[config.mk]
export PLATFORM = sky130hd
export DESIGN_NAME = vspsf_top
export DESIGN_NICKNAME = d
export VERILOG_FILES = /design/src/vspsf_pkg.sv /design/src/vspsf_top.sv
export SDC_FILE = /design/constraint.sdc
export NUM_CORES = 2
export LEC_CHECK = 0
export BUFFER_PORTS_ARGS = -buffer_cell sky130_fd_sc_hd__buf_2
export CAP_MARGIN = 25
export CORE_MARGIN = 2
export CORE_UTILIZATION = 55
export DETAILED_ROUTE_END_ITERATION = 12
export HOLD_SLACK_MARGIN = 0.12
export PLACE_DENSITY_LB_ADDON = 0.08
export SYNTH_ARGS = -nofsm -noshare
export SYNTH_HDL_FRONTEND = slang
export SYNTH_SLANG_ARGS = --single-unit
[constraint.sdc]
create_clock -name ref_clk -period 14.4 [get_ports ref_clk]
set_input_delay 0 -clock ref_clk [delete_from_list [all_inputs] [get_ports ref_clk]]
set_output_delay 0 -clock ref_clk [all_outputs]
set_load 0.02 [all_outputs]
[src/vspsf_pkg.sv]
// How it works
// - Store opcode writes the current structure pointer to memory, then reports success.
// - Store operand is always a 64-bit memory word; a register operand is undefined.
// - Store is undefined for register operand, outside mode, protection off, v86, compat.
// - Once mode checks pass, non-root operation exits to the monitor instead.
// - Root operation with privilege level above zero raises protection fault, code zero.
// - Outside 64-bit mode, a destination in read-only data or any code segment raises protection fault.
// - Outside 64-bit mode, data limit overrun gives protection fault; stack overrun or unusable gives stack fault.
// - In 64-bit mode, non-canonical addresses fault: stack fault if stack based.
// - A page fault on the destination is reported with its fault code.
// - Both operations are undefined in v86, compatibility mode and outside the mode.
// - Field read takes its selector from a register, writes register or memory.
// - Selector is 32 bits outside long mode; 64-bit mode rejects nonzero bits 63:32.
// - Read destination is 32 bits outside long mode and 64 bits in 64-bit mode.
// - Narrow fields are zero extended; wide fields deliver only their low part.
// - Read memory faults come only after pointer valid and field supported.
// - Read is undefined outside mode, in v86, or compat; no protection-enable check.
// - Read without a valid pointer reports failure carrying no error number.
// - Unknown selector fails with unsupported error number; otherwise value lands, success.
// - Pointer and its valid mark are set only by a successful pointer load.
`default_nettype none
package vspsf_pkg;
  // ************************************************************
  // Opcode decode and fixed values
  // ************************************************************
  localparam logic [7:0]  OPC_STORE   = 8'hC7; // Second byte after 0F
  localparam logic [2:0]  MODRM_STORE = 3'h7;  // ModRM reg field of the store
  localparam logic [7:0]  OPC_READ    = 8'h78; // Second byte after 0F
  localparam logic [1:0]  PRIV_ROOT   = 2'h0;
  localparam logic [3:0]  BYTES_32    = 4'h4;
  localparam logic [3:0]  BYTES_64    = 4'h8;
  localparam logic [63:0] PTR_RST     = 64'h0;
  localparam logic [31:0] ERR_ZERO    = 32'h0;
  localparam logic [5:0]  FLAGS_CLR   = 6'h00;

  typedef enum logic [1:0] {FW_16 = 2'h0, FW_32 = 2'h1, FW_64 = 2'h2} vspsf_fw_t;

  typedef enum logic [2:0] {
    ST_IDLE  = 3'h1,
    ST_CHECK = 3'h2,
    ST_MEM   = 3'h4
  } vspsf_state_t;

  typedef enum logic [3:0] {
    OC_NONE, OC_SUCCESS, OC_FAIL_INV, OC_FAIL_VAL,
    OC_UD, OC_GP, OC_SS, OC_PF, OC_EXIT
  } vspsf_outcome_t;

  typedef struct packed {
    logic of_f; logic sf_f; logic zf_f; logic af_f; logic pf_f; logic cf_f;
  } vspsf_flags_t;

  typedef struct packed {
    logic       in_virt;  // Inside virtualization_extension operation
    logic       non_root; // Guest side
    logic       pe;       // protection_enable_bit
    logic       v86;      // virtual_8086_flag
    logic       lma;      // long_mode_active
    logic       cs_l;     // Code segment long bit
    logic [1:0] priv;     // current_privilege_level
  } vspsf_mode_t;

  typedef struct packed {
    logic        is_stack;
    logic        unusable;
    logic        read_only;
    logic        code;
    logic [31:0] limit;
  } vspsf_seg_t;

  typedef struct packed {
    logic [7:0]  opc2;
    logic [2:0]  modrm_reg;
    logic        op_is_reg; // Destination operand is a register
    logic [63:0] sel;
    logic [63:0] ea;
  } vspsf_req_t;

  typedef struct packed {
    vspsf_outcome_t outcome;
    vspsf_flags_t   flags;
    logic [31:0]    err_code;
  } vspsf_result_t;
endpackage
`default_nettype wire

[src/vspsf_top.sv]
`timescale 1ns/1ps
`default_nettype none
module vspsf_top #(
  parameter int          NUM_FIELDS   = 16,
  parameter int          IDX_W        = 4,
  parameter int          CANON_BITS   = 48,
  parameter int          ERR_IDX      = 0,
  parameter logic [31:0] UNSUP_ERR_NUM = 32'h0000_0001 // Arbitrary value
) (
  input  wire logic                    ref_clk,        // 10 MHz core clock
  input  wire logic                    reset,          // Sync, active high
  input  wire logic                    req_valid,      // Instruction offered
  input  wire vspsf_pkg::vspsf_req_t   req,            // Opcode and operands
  input  wire vspsf_pkg::vspsf_mode_t  mode,           // Core mode bits
  input  wire vspsf_pkg::vspsf_seg_t   seg,            // Destination segment
  output logic                         req_ready,      // Idle, takes request
  input  wire logic                    ptr_load_valid, // Successful pointer load
  input  wire logic [63:0]             ptr_load_addr,  // Loaded pointer
  input  wire logic                    ptr_clear,      // Drop current pointer
  input  wire logic                    fld_wr_en,      // Field content write
  input  wire logic [IDX_W-1:0]        fld_wr_idx,     // Field index
  input  wire logic [63:0]             fld_wr_data,    // Field value
  input  wire vspsf_pkg::vspsf_fw_t    fld_wr_width,   // Field width code
  output logic                         mem_wr_valid,   // Memory write pending
  output logic [63:0]                  mem_wr_addr,    // Linear address
  output logic [63:0]                  mem_wr_data,    // Write data
  output logic [3:0]                   mem_wr_bytes,   // Byte count
  input  wire logic                    mem_resp_valid, // Write finished
  input  wire logic                    mem_resp_pf,    // Page fault seen
  input  wire logic [31:0]             mem_resp_code,  // Page fault code
  output logic                         reg_wr_valid,   // Register result pulse
  output logic [63:0]                  reg_wr_data,    // Register result
  output logic                         done,           // Completion pulse
  output vspsf_pkg::vspsf_result_t     result,         // Outcome and flags
  output logic                         ptr_valid       // Current pointer valid
);
  // ************************************************************
  // State
  // ************************************************************
  typedef struct packed {
    vspsf_pkg::vspsf_state_t                 st;
    vspsf_pkg::vspsf_req_t                   req;
    vspsf_pkg::vspsf_mode_t                  mode;
    vspsf_pkg::vspsf_seg_t                   seg;
    logic                                    ptr_valid;
    logic [63:0]                             ptr;
    logic [NUM_FIELDS-1:0][63:0]             fields;
    logic [NUM_FIELDS-1:0][1:0]              widths;
    logic                                    mem_valid;
    logic [63:0]                             mem_addr;
    logic [63:0]                             mem_data;
    logic [3:0]                              mem_bytes;
    logic                                    reg_valid;
    logic [63:0]                             reg_data;
    logic                                    done;
    vspsf_pkg::vspsf_result_t                res;
  } vspsf_state_all_t;

  vspsf_state_all_t s_q;
  vspsf_state_all_t s_d;

  // ************************************************************
  // Decode and ordered checks on the latched request
  // ************************************************************
  logic             kind_store;
  logic             kind_read;
  logic             long64;
  logic             chk_ud;
  logic             chk_exit;
  logic             chk_gp;
  logic [IDX_W-1:0] fidx;
  logic [63:0]      sel_eff;
  logic             sel_ok;
  logic [63:0]      raw;
  logic [63:0]      masked;
  logic [63:0]      rd_value;
  logic [3:0]       acc_bytes;
  logic [32:0]      acc_end;
  logic             limit_bad;
  logic             canon_ok;
  logic             fault_gp;
  logic             fault_ss;

  // Store needs ModRM /7; the read is plain 0F 78
  assign kind_store = (s_q.req.opc2 == vspsf_pkg::OPC_STORE) &&
                      (s_q.req.modrm_reg == vspsf_pkg::MODRM_STORE);
  assign kind_read  = (s_q.req.opc2 == vspsf_pkg::OPC_READ);
  assign long64     = s_q.mode.lma && s_q.mode.cs_l;

  // Undefined opcode; only the store looks at protection enable
  assign chk_ud = !s_q.mode.in_virt || s_q.mode.v86 ||
                  (s_q.mode.lma && !s_q.mode.cs_l) ||
                  (kind_store && (s_q.req.op_is_reg || !s_q.mode.pe));
  assign chk_exit = s_q.mode.non_root;
  assign chk_gp   = (s_q.mode.priv != vspsf_pkg::PRIV_ROOT);

  // Selector: upper half ignored outside 64-bit mode, checked inside
  assign sel_eff = long64 ? s_q.req.sel : {32'h0000_0000, s_q.req.sel[31:0]};
  assign sel_ok  = ((sel_eff >> IDX_W) == 64'h0) &&
                   (64'(sel_eff[IDX_W-1:0]) < 64'(NUM_FIELDS));
  assign fidx    = sel_eff[IDX_W-1:0];
  assign raw     = s_q.fields[fidx];

  // Trim to field width, then to operand size; upper bits come out zero
  always_comb
  begin
    case (vspsf_pkg::vspsf_fw_t'(s_q.widths[fidx]))
      vspsf_pkg::FW_16: masked = {48'h0000_0000_0000, raw[15:0]};
      vspsf_pkg::FW_32: masked = {32'h0000_0000, raw[31:0]};
      default:          masked = raw;
    endcase
  end
  assign rd_value = long64 ? masked : {32'h0000_0000, masked[31:0]};

  // Segment and canonical checks on the destination
  assign acc_bytes = (kind_store || long64) ? vspsf_pkg::BYTES_64
                                            : vspsf_pkg::BYTES_32;
  assign acc_end   = {1'h0, s_q.req.ea[31:0]} + {29'h0000_0000, acc_bytes} - 33'h0_0000_0001;
  assign limit_bad = acc_end > {1'h0, s_q.seg.limit};
  assign canon_ok  = (&s_q.req.ea[63:CANON_BITS-1]) || !(|s_q.req.ea[63:CANON_BITS-1]);

  // Type faults take precedence; limit and unusable split on stack base
  always_comb
  begin
    fault_gp = 1'h0;
    fault_ss = 1'h0;
    if (long64)
    begin
      fault_ss = !canon_ok && s_q.seg.is_stack;
      fault_gp = !canon_ok && !s_q.seg.is_stack;
    end
    else if (s_q.seg.read_only || s_q.seg.code)
      fault_gp = 1'h1;
    else if (s_q.seg.unusable || limit_bad)
    begin
      fault_ss = s_q.seg.is_stack;
      fault_gp = !s_q.seg.is_stack;
    end
  end

  // ************************************************************
  // Next state
  // ************************************************************
  always_comb
  begin
    s_d           = s_q;
    s_d.done      = 1'h0;
    s_d.reg_valid = 1'h0;

    // Field contents arrive from the write side of the structure
    if (fld_wr_en)
    begin
      s_d.fields[fld_wr_idx] = fld_wr_data;
      s_d.widths[fld_wr_idx] = fld_wr_width;
    end

    // Load wins over clear so a pointer load is never lost
    if (ptr_clear)
      s_d.ptr_valid = 1'h0;
    if (ptr_load_valid)
    begin
      s_d.ptr_valid = 1'h1;
      s_d.ptr       = ptr_load_addr;
    end

    case (s_q.st)
      vspsf_pkg::ST_IDLE:
      begin
        // Mode and segment are frozen with the request
        if (req_valid)
        begin
          s_d.req  = req;
          s_d.mode = mode;
          s_d.seg  = seg;
          s_d.st   = vspsf_pkg::ST_CHECK;
        end
      end
      vspsf_pkg::ST_CHECK:
      begin
        s_d.st           = vspsf_pkg::ST_IDLE;
        s_d.done         = 1'h1;
        s_d.res.flags    = vspsf_pkg::FLAGS_CLR;
        s_d.res.err_code = vspsf_pkg::ERR_ZERO;
        s_d.res.outcome  = vspsf_pkg::OC_SUCCESS;
        if (!kind_store && !kind_read)
          s_d.res.outcome = vspsf_pkg::OC_NONE;
        else if (chk_ud)
          s_d.res.outcome = vspsf_pkg::OC_UD;
        else if (chk_exit)
          s_d.res.outcome = vspsf_pkg::OC_EXIT;
        else if (chk_gp)
          s_d.res.outcome = vspsf_pkg::OC_GP;
        else if (kind_read && !s_q.ptr_valid)
        begin
          s_d.res.outcome    = vspsf_pkg::OC_FAIL_INV;
          s_d.res.flags.cf_f = 1'h1;
        end
        else if (kind_read && !sel_ok)
        begin
          // Error number lands in the structure; overrides a same-cycle write
          s_d.res.outcome       = vspsf_pkg::OC_FAIL_VAL;
          s_d.res.flags.zf_f    = 1'h1;
          s_d.fields[ERR_IDX]   = {32'h0000_0000, UNSUP_ERR_NUM};
          s_d.widths[ERR_IDX]   = vspsf_pkg::FW_32;
        end
        else if (kind_read && s_q.req.op_is_reg)
        begin
          s_d.reg_valid = 1'h1;
          s_d.reg_data  = rd_value;
        end
        else if (fault_ss)
          s_d.res.outcome = vspsf_pkg::OC_SS;
        else if (fault_gp)
          s_d.res.outcome = vspsf_pkg::OC_GP;
        else
        begin
          // Memory write; completion waits for the response
          s_d.done      = 1'h0;
          s_d.st        = vspsf_pkg::ST_MEM;
          s_d.mem_valid = 1'h1;
          s_d.mem_addr  = s_q.req.ea;
          s_d.mem_bytes = acc_bytes;
          s_d.mem_data  = kind_store ? s_q.ptr : rd_value;
        end
      end
      vspsf_pkg::ST_MEM:
      begin
        if (mem_resp_valid)
        begin
          s_d.mem_valid = 1'h0;
          s_d.st        = vspsf_pkg::ST_IDLE;
          s_d.done      = 1'h1;
          if (mem_resp_pf)
          begin
            s_d.res.outcome  = vspsf_pkg::OC_PF;
            s_d.res.err_code = mem_resp_code;
          end
          else
            s_d.res.outcome = vspsf_pkg::OC_SUCCESS;
        end
      end
      default:
        s_d.st = vspsf_pkg::ST_IDLE;
    endcase
  end

  // ************************************************************
  // Register
  // ************************************************************
  always_ff @(posedge ref_clk)
  begin
    if (reset)
    begin
      s_q              <= '0;
      s_q.st           <= vspsf_pkg::ST_IDLE;
      s_q.ptr          <= vspsf_pkg::PTR_RST;
      s_q.res.outcome  <= vspsf_pkg::OC_NONE;
    end
    else
      s_q <= s_d;
  end

  // Outputs straight from the state
  assign req_ready    = (s_q.st == vspsf_pkg::ST_IDLE);
  assign mem_wr_valid = s_q.mem_valid;
  assign mem_wr_addr  = s_q.mem_addr;
  assign mem_wr_data  = s_q.mem_data;
  assign mem_wr_bytes = s_q.mem_bytes;
  assign reg_wr_valid = s_q.reg_valid;
  assign reg_wr_data  = s_q.reg_data;
  assign done         = s_q.done;
  assign result       = s_q.res;
  assign ptr_valid    = s_q.ptr_valid;

  logic in_check;
  assign in_check = (s_q.st == vspsf_pkg::ST_CHECK);

  function automatic vspsf_pkg::vspsf_flags_t vspsf_flags_cf();
    vspsf_pkg::vspsf_flags_t f;
    f      = vspsf_pkg::FLAGS_CLR;
    f.cf_f = 1'h1;
    return f;
  endfunction
endmodule // vspsf_top
`default_nettype wire

Word level (Yosys, flattened, before mapping)
Cells that the tools add are included.

word-level totals
  input bits = 358
  flip-flop bits (word level) = 1545
  word-level logic and storage cells = 227

cells by class
  magnitude comparators = 4
  muxes and demuxes = 85
  add/subtract/negate cells = 2
  reductions and logical operators = 44
  bitwise logic cells = 10
  equal/unequal tests = 19

operators with widths
  kind                     number
  $bwmux W1024             1
  $mux W201                5
  $mux W64                 12
  $mux W133                3
  $bmux W64 S4             1
  $demux W64 S4            1
  $mux W199                1
  $mux W187                1
  $mux W65                 2
  $pmux W64 S2             1
  $mux W96                 1
  $logic_not A64 Y1        1
  $mux W32                 2
  $pmux W32 S2             1
  $mux W3                  13
  $add A32 B4 Y33          1
  $gt A33 B32 Y1           1
  $sub A33 B1 Y33 const B  1
  $bwmux W32               1
  $mux W4                  7
  $ne A2 B2 Y1 const B     12
  $mux W1                  21
  $reduce_and A17 Y1       1
  $reduce_or A17 Y1        1
  27 further kinds         72

Longest topological paths before layout
  depth after elaboration = 21
  mapped depth = 29
  depth with buffers taken out = 25

Worst setup path before layout
OpenSTA, ideal clock, no wires.

  path type = flip-flop to flip-flop
  from = register s_q[1541] (netlist name)
  to = register s_q, in the netlist mem_wr_data[45]
  slack = 7.870 ns
  setup time = 0.134 ns
  arrival time = 6.396 ns
  period minus slack after synthesis = 6.530 ns
  cell stages (with the launch flop) = 30
  cell sequence = dfxtp_1 or3_1 nor3_1 clkbuf_1 clkbuf_1 nor2_1 xnor2_1 inv_1 fa_1 nor2b_1 o2111ai_1 a21boi_0 o311ai_0 a31o_2 o21ai_0 a311oi_1 a21oi_1 xor2_1 ha_1 nand4_1 nor4_2 nand2_1 o32a_1 o32a_1 or4_1 o21a_1 nor2_2 buf_4 buf_2 a211oi_1

on the way
  cells in the longest elaborated chain, start to end = 13

RTL lines
  what                          RTL line          RTL
  start: declaration            vspsf_top.sv:59   vspsf_state_all_t s_q;
  $eq A8 B8 Y1                  vspsf_top.sv:85   assign kind_store = (s_q.req.opc2 == vspsf_pkg::OPC_STORE) &&
  $logic_and A1 B1 Y1           vspsf_top.sv:85
  $logic_or A1 B1 Y1            vspsf_top.sv:116  assign acc_bytes = (kind_store || long64) ? vspsf_pkg::BYTES_64
  $mux W4                       vspsf_top.sv:116
  $add A32 B4 Y33               vspsf_top.sv:118  assign acc_end = {1'h0, s_q.req.ea[31:0]} + {29'h0000_0000, acc_bytes} - 33'h0_0000_0001;
  $sub A33 B1 Y33               vspsf_top.sv:118
  $gt A33 B32 Y1                vspsf_top.sv:119  assign limit_bad = acc_end > {1'h0, s_q.seg.limit};
  $logic_or A1 B1 Y1            vspsf_top.sv:134  else if (s_q.seg.unusable || limit_bad)
  $mux W1                       vspsf_top.sv:134
  $mux W1                       vspsf_top.sv:132  else if (s_q.seg.read_only || s_q.seg.code)
  $mux W1                       vspsf_top.sv:127  if (long64)
  $not A1 Y1 (no line)          --
  $reduce_and A10 Y1 (no line)  --

Parallel ways exist; a longest one is shown, timed or not.
A chain may end at the register's enable or synchronous reset.

Worst setup path in the final report
  from = register s_q[1541] (netlist name)
  to = register s_q, in the netlist mem_wr_data[40]

The elaborated chain is that of the path after synthesis.

==> flow_summary.yaml <==
power:
  p_leak_nw: 29.1
  peakVddDrop_mv: 0.129
  power_w: 0.00986
  p_per_area_nw_per_um2: 121
clock_tree:
  htree_num_levels: 4
  cts_tree: "done"
  ctsResizeCount: 0
  cts_root_buf: "clkbuf_16"
  clkSinkCount: 1543
  cts_buffers: 160
  cts_buffer_depth: 3
  worstSkewPairLatency_ns: 0.79
  clk_pin_slew_ns: 0.06
logic_synthesis:
  synthAdderAreaFrac_pct: 1.21
  synth_edf_count: 0
  synth_area_per_cell_um2: 8.37
  synthSimpleGateAreaFrac_pct: 18.0
  synth_top_family_by_area: "simple AND/OR/NAND/NOR gates"
  synthDistinctLibCells: 65
  synth-xor-area-share_pct: 0.380
  seq_area_frac_synth_pct: 46.2
  synthArstFlopShare_pct: 0
  synth-seq-cells: 1543
  ys_warn_count: 0
  syn_area_um2: 66900
  ys.flop_type: "dfxtp_1"
  synth.area.mux_share_pct: 12.7
  synth-compound-area-share_pct: 14.0
  syn_inst: 7997
placed_design:
  dp_hpwl_um: 139000
  portBuffers: 594
  place_ws_ns: 5.98
  post_dp_cell_area_um2: 68300
  gp_congestion: 0.932
setup_path:
  crit_arrival_ns: 9.27
  critPathLaunchType: "flop"
  path_class: "reg2reg"
  r2r-start: "s_q[1541]"
  cp_slowest_cell: "buf_4"
  worstSetupStartpoint: "s_q[1541]"
  endpoint_kind: "flop"
  critPathRequiredTime_ns: 14.98
  cp_max_fo: 67
  critPathMaxStageDelay_ns: 0.77
  path_common_cell: "buf_4"
floorplanning:
  die_w_um: 353
  ios: 601
  die_area_um2: 124000
  die_h_um: 353
  rows: 127
  coreArea_um2: 120000
  initial_core_util_pct: 55.6
sta:
  worst_hold_slack_ns: 0.157
  rsz0062_at_grt: "no"
  relSlewSlack_pct: 20.3
  finalMaxSlewViolations: 0
  clock_skew_ns: 0.0287
  worst_pin_slew_ns: 1.19
  fmax_mhz: 115
  finalSetupViolCount: 0
  period_share_pct: 60.4
  min_period_ns: 8.69
  finalHoldViolCount: 0
  setup_ws_ns: 5.71
  fin_tns_setup_ns: 0
route:
  ant_nets: 0
  first_pass_iters: 7
  vias: 62200
  drt-initial-drc-count: 7913
  routed_wl_um: 252000
  drc: 0
  vias_per_cell: 5.99
  wire_per_inst_um: 24.3
global_route:
  antenna_found_initial: 48
  grt_pass1_vias: 60200
  gr-usage-all-layers_pct: 39.3
  grt_max_degree: 172
  grt_overflow: 0
  grt_pass1_wl_um: 377000
run_status:
  outcome: "complete, no violations"
final_layout:
  final_cell_mix: "nand2_1 (2674), dfxtp_1 (1539), a21oi_1 (1506), dlygate4sd3_1 (734), buf_2 (593)"
  nNetsFinal: 9029
  final_common_cell: "nand2_1"
  areaGrowthSynthToFinish_pct: 21.5
  drive_gt1_share_pct: 15.3
  stdcell_area_um2: 81300
worst_hold_path:
  hold_class: "in2reg"
  hp-start: "fld_wr_data[63]"
run:
  max_cap_violations: 0
layout make-up:
| class | count | area [um2] |
|---|---|---|
| antenna | 37 | 92.6 |
| clock buffer | 245 | 4890 |
| tap | 1612 | 2020 |
| fill | 9336 | 39000 |
| timing repair buffer | 1429 | 11100 |
| clock inverter | 43 | 626 |
| sequential | 1543 | 30900 |
| multi-input combinational | 5398 | 31400 |
| inverter | 75 | 282 |
worst max-delay path, delay by kind of cell (launching register included):
family	cells	cell delay (ns)
AND/OR/NAND/NOR	9	2.28
XOR/XNOR	2	0.30
AO/OA/AOI/OAI	11	3.18
adder cells (fa/ha/maj)	2	0.71
buffers and inverters	4	1.59
flip-flops	1	0.32
stage by stage:
stage	utilization (%)	cells
6_report	67.6	10400
5_1_grt	67.6	10400
4_1_cts	67.5	10300
3_5_place_dp	56.8	9317
3_3_place_gp	56.8	9316
2_1_floorplan	-	8002
logic make-up after synthesis:
group	after synthesis
AO/OA/AOI/OAI	1774
XOR/XNOR	29
adder cells (fa/ha/maj)	64
buffers and inverters	1061
flip-flops	1543
multiplexers	458
other	1
AND/OR/NAND/NOR	3067
sequential cells by signal (all words and copies together) (netlist names):
register      cells
s_q            1306
mem_wr_addr      64
mem_wr_data      64
reg_wr_data      64
result           38
mem_wr_bytes      2
chk_exit          1
done              1
mem_wr_valid      1
ptr_valid         1
reg_wr_valid      1
Yosys cell counts, types with 75 or more instances:
library cell  number  area, um2
buf_4            244       1830
a211oi_1          98        736
o21ai_0           90        450
nor2_1           114        428
clkbuf_1         635       2380
dfxtp_1         1543      30900
nand3_1          111        556
mux2i_1          144       1440
nand2_1         2687      10100
a21oi_1         1506       7540
inv_1             75        282
mux4_2           314       7070
path summary, 6_finish.rpt:
path / end / slack, ns / cells after the start
worst max-delay path: mem_wr_data[40] / 5.71 / 28
worst min-delay path: s_q[336] / 0.16 / 4
worst max register to register: mem_wr_data[40] / 5.71 / 28
worst min register to register: reg_wr_data[36] / 0.45 / 2
metal layers:
layer / up-vias / share of wire (%) / track usage [%]
met5: - / 0.045 / 0
met4: 18 / 6.3 / 21.9
met3: 919 / 10 / 8.85
met2: 3549 / 45 / 60.8
met1: 29900 / 39 / 51.0
li1: 27800 / - / -
power by group:
part	switching (W)	leakage [nW]	internal, W
combinational	0.000668	13.9	0.000438
sequential	0.0000698	12.5	0.00435
clock	0.00178	2.71	0.00256
repair_timing:
item                       CTS  global route
hold endpoints to repair  1365             0
setup buffers                0             0
hold buffers               734             0
Note: power is estimated with default switching activity, not from simulation.
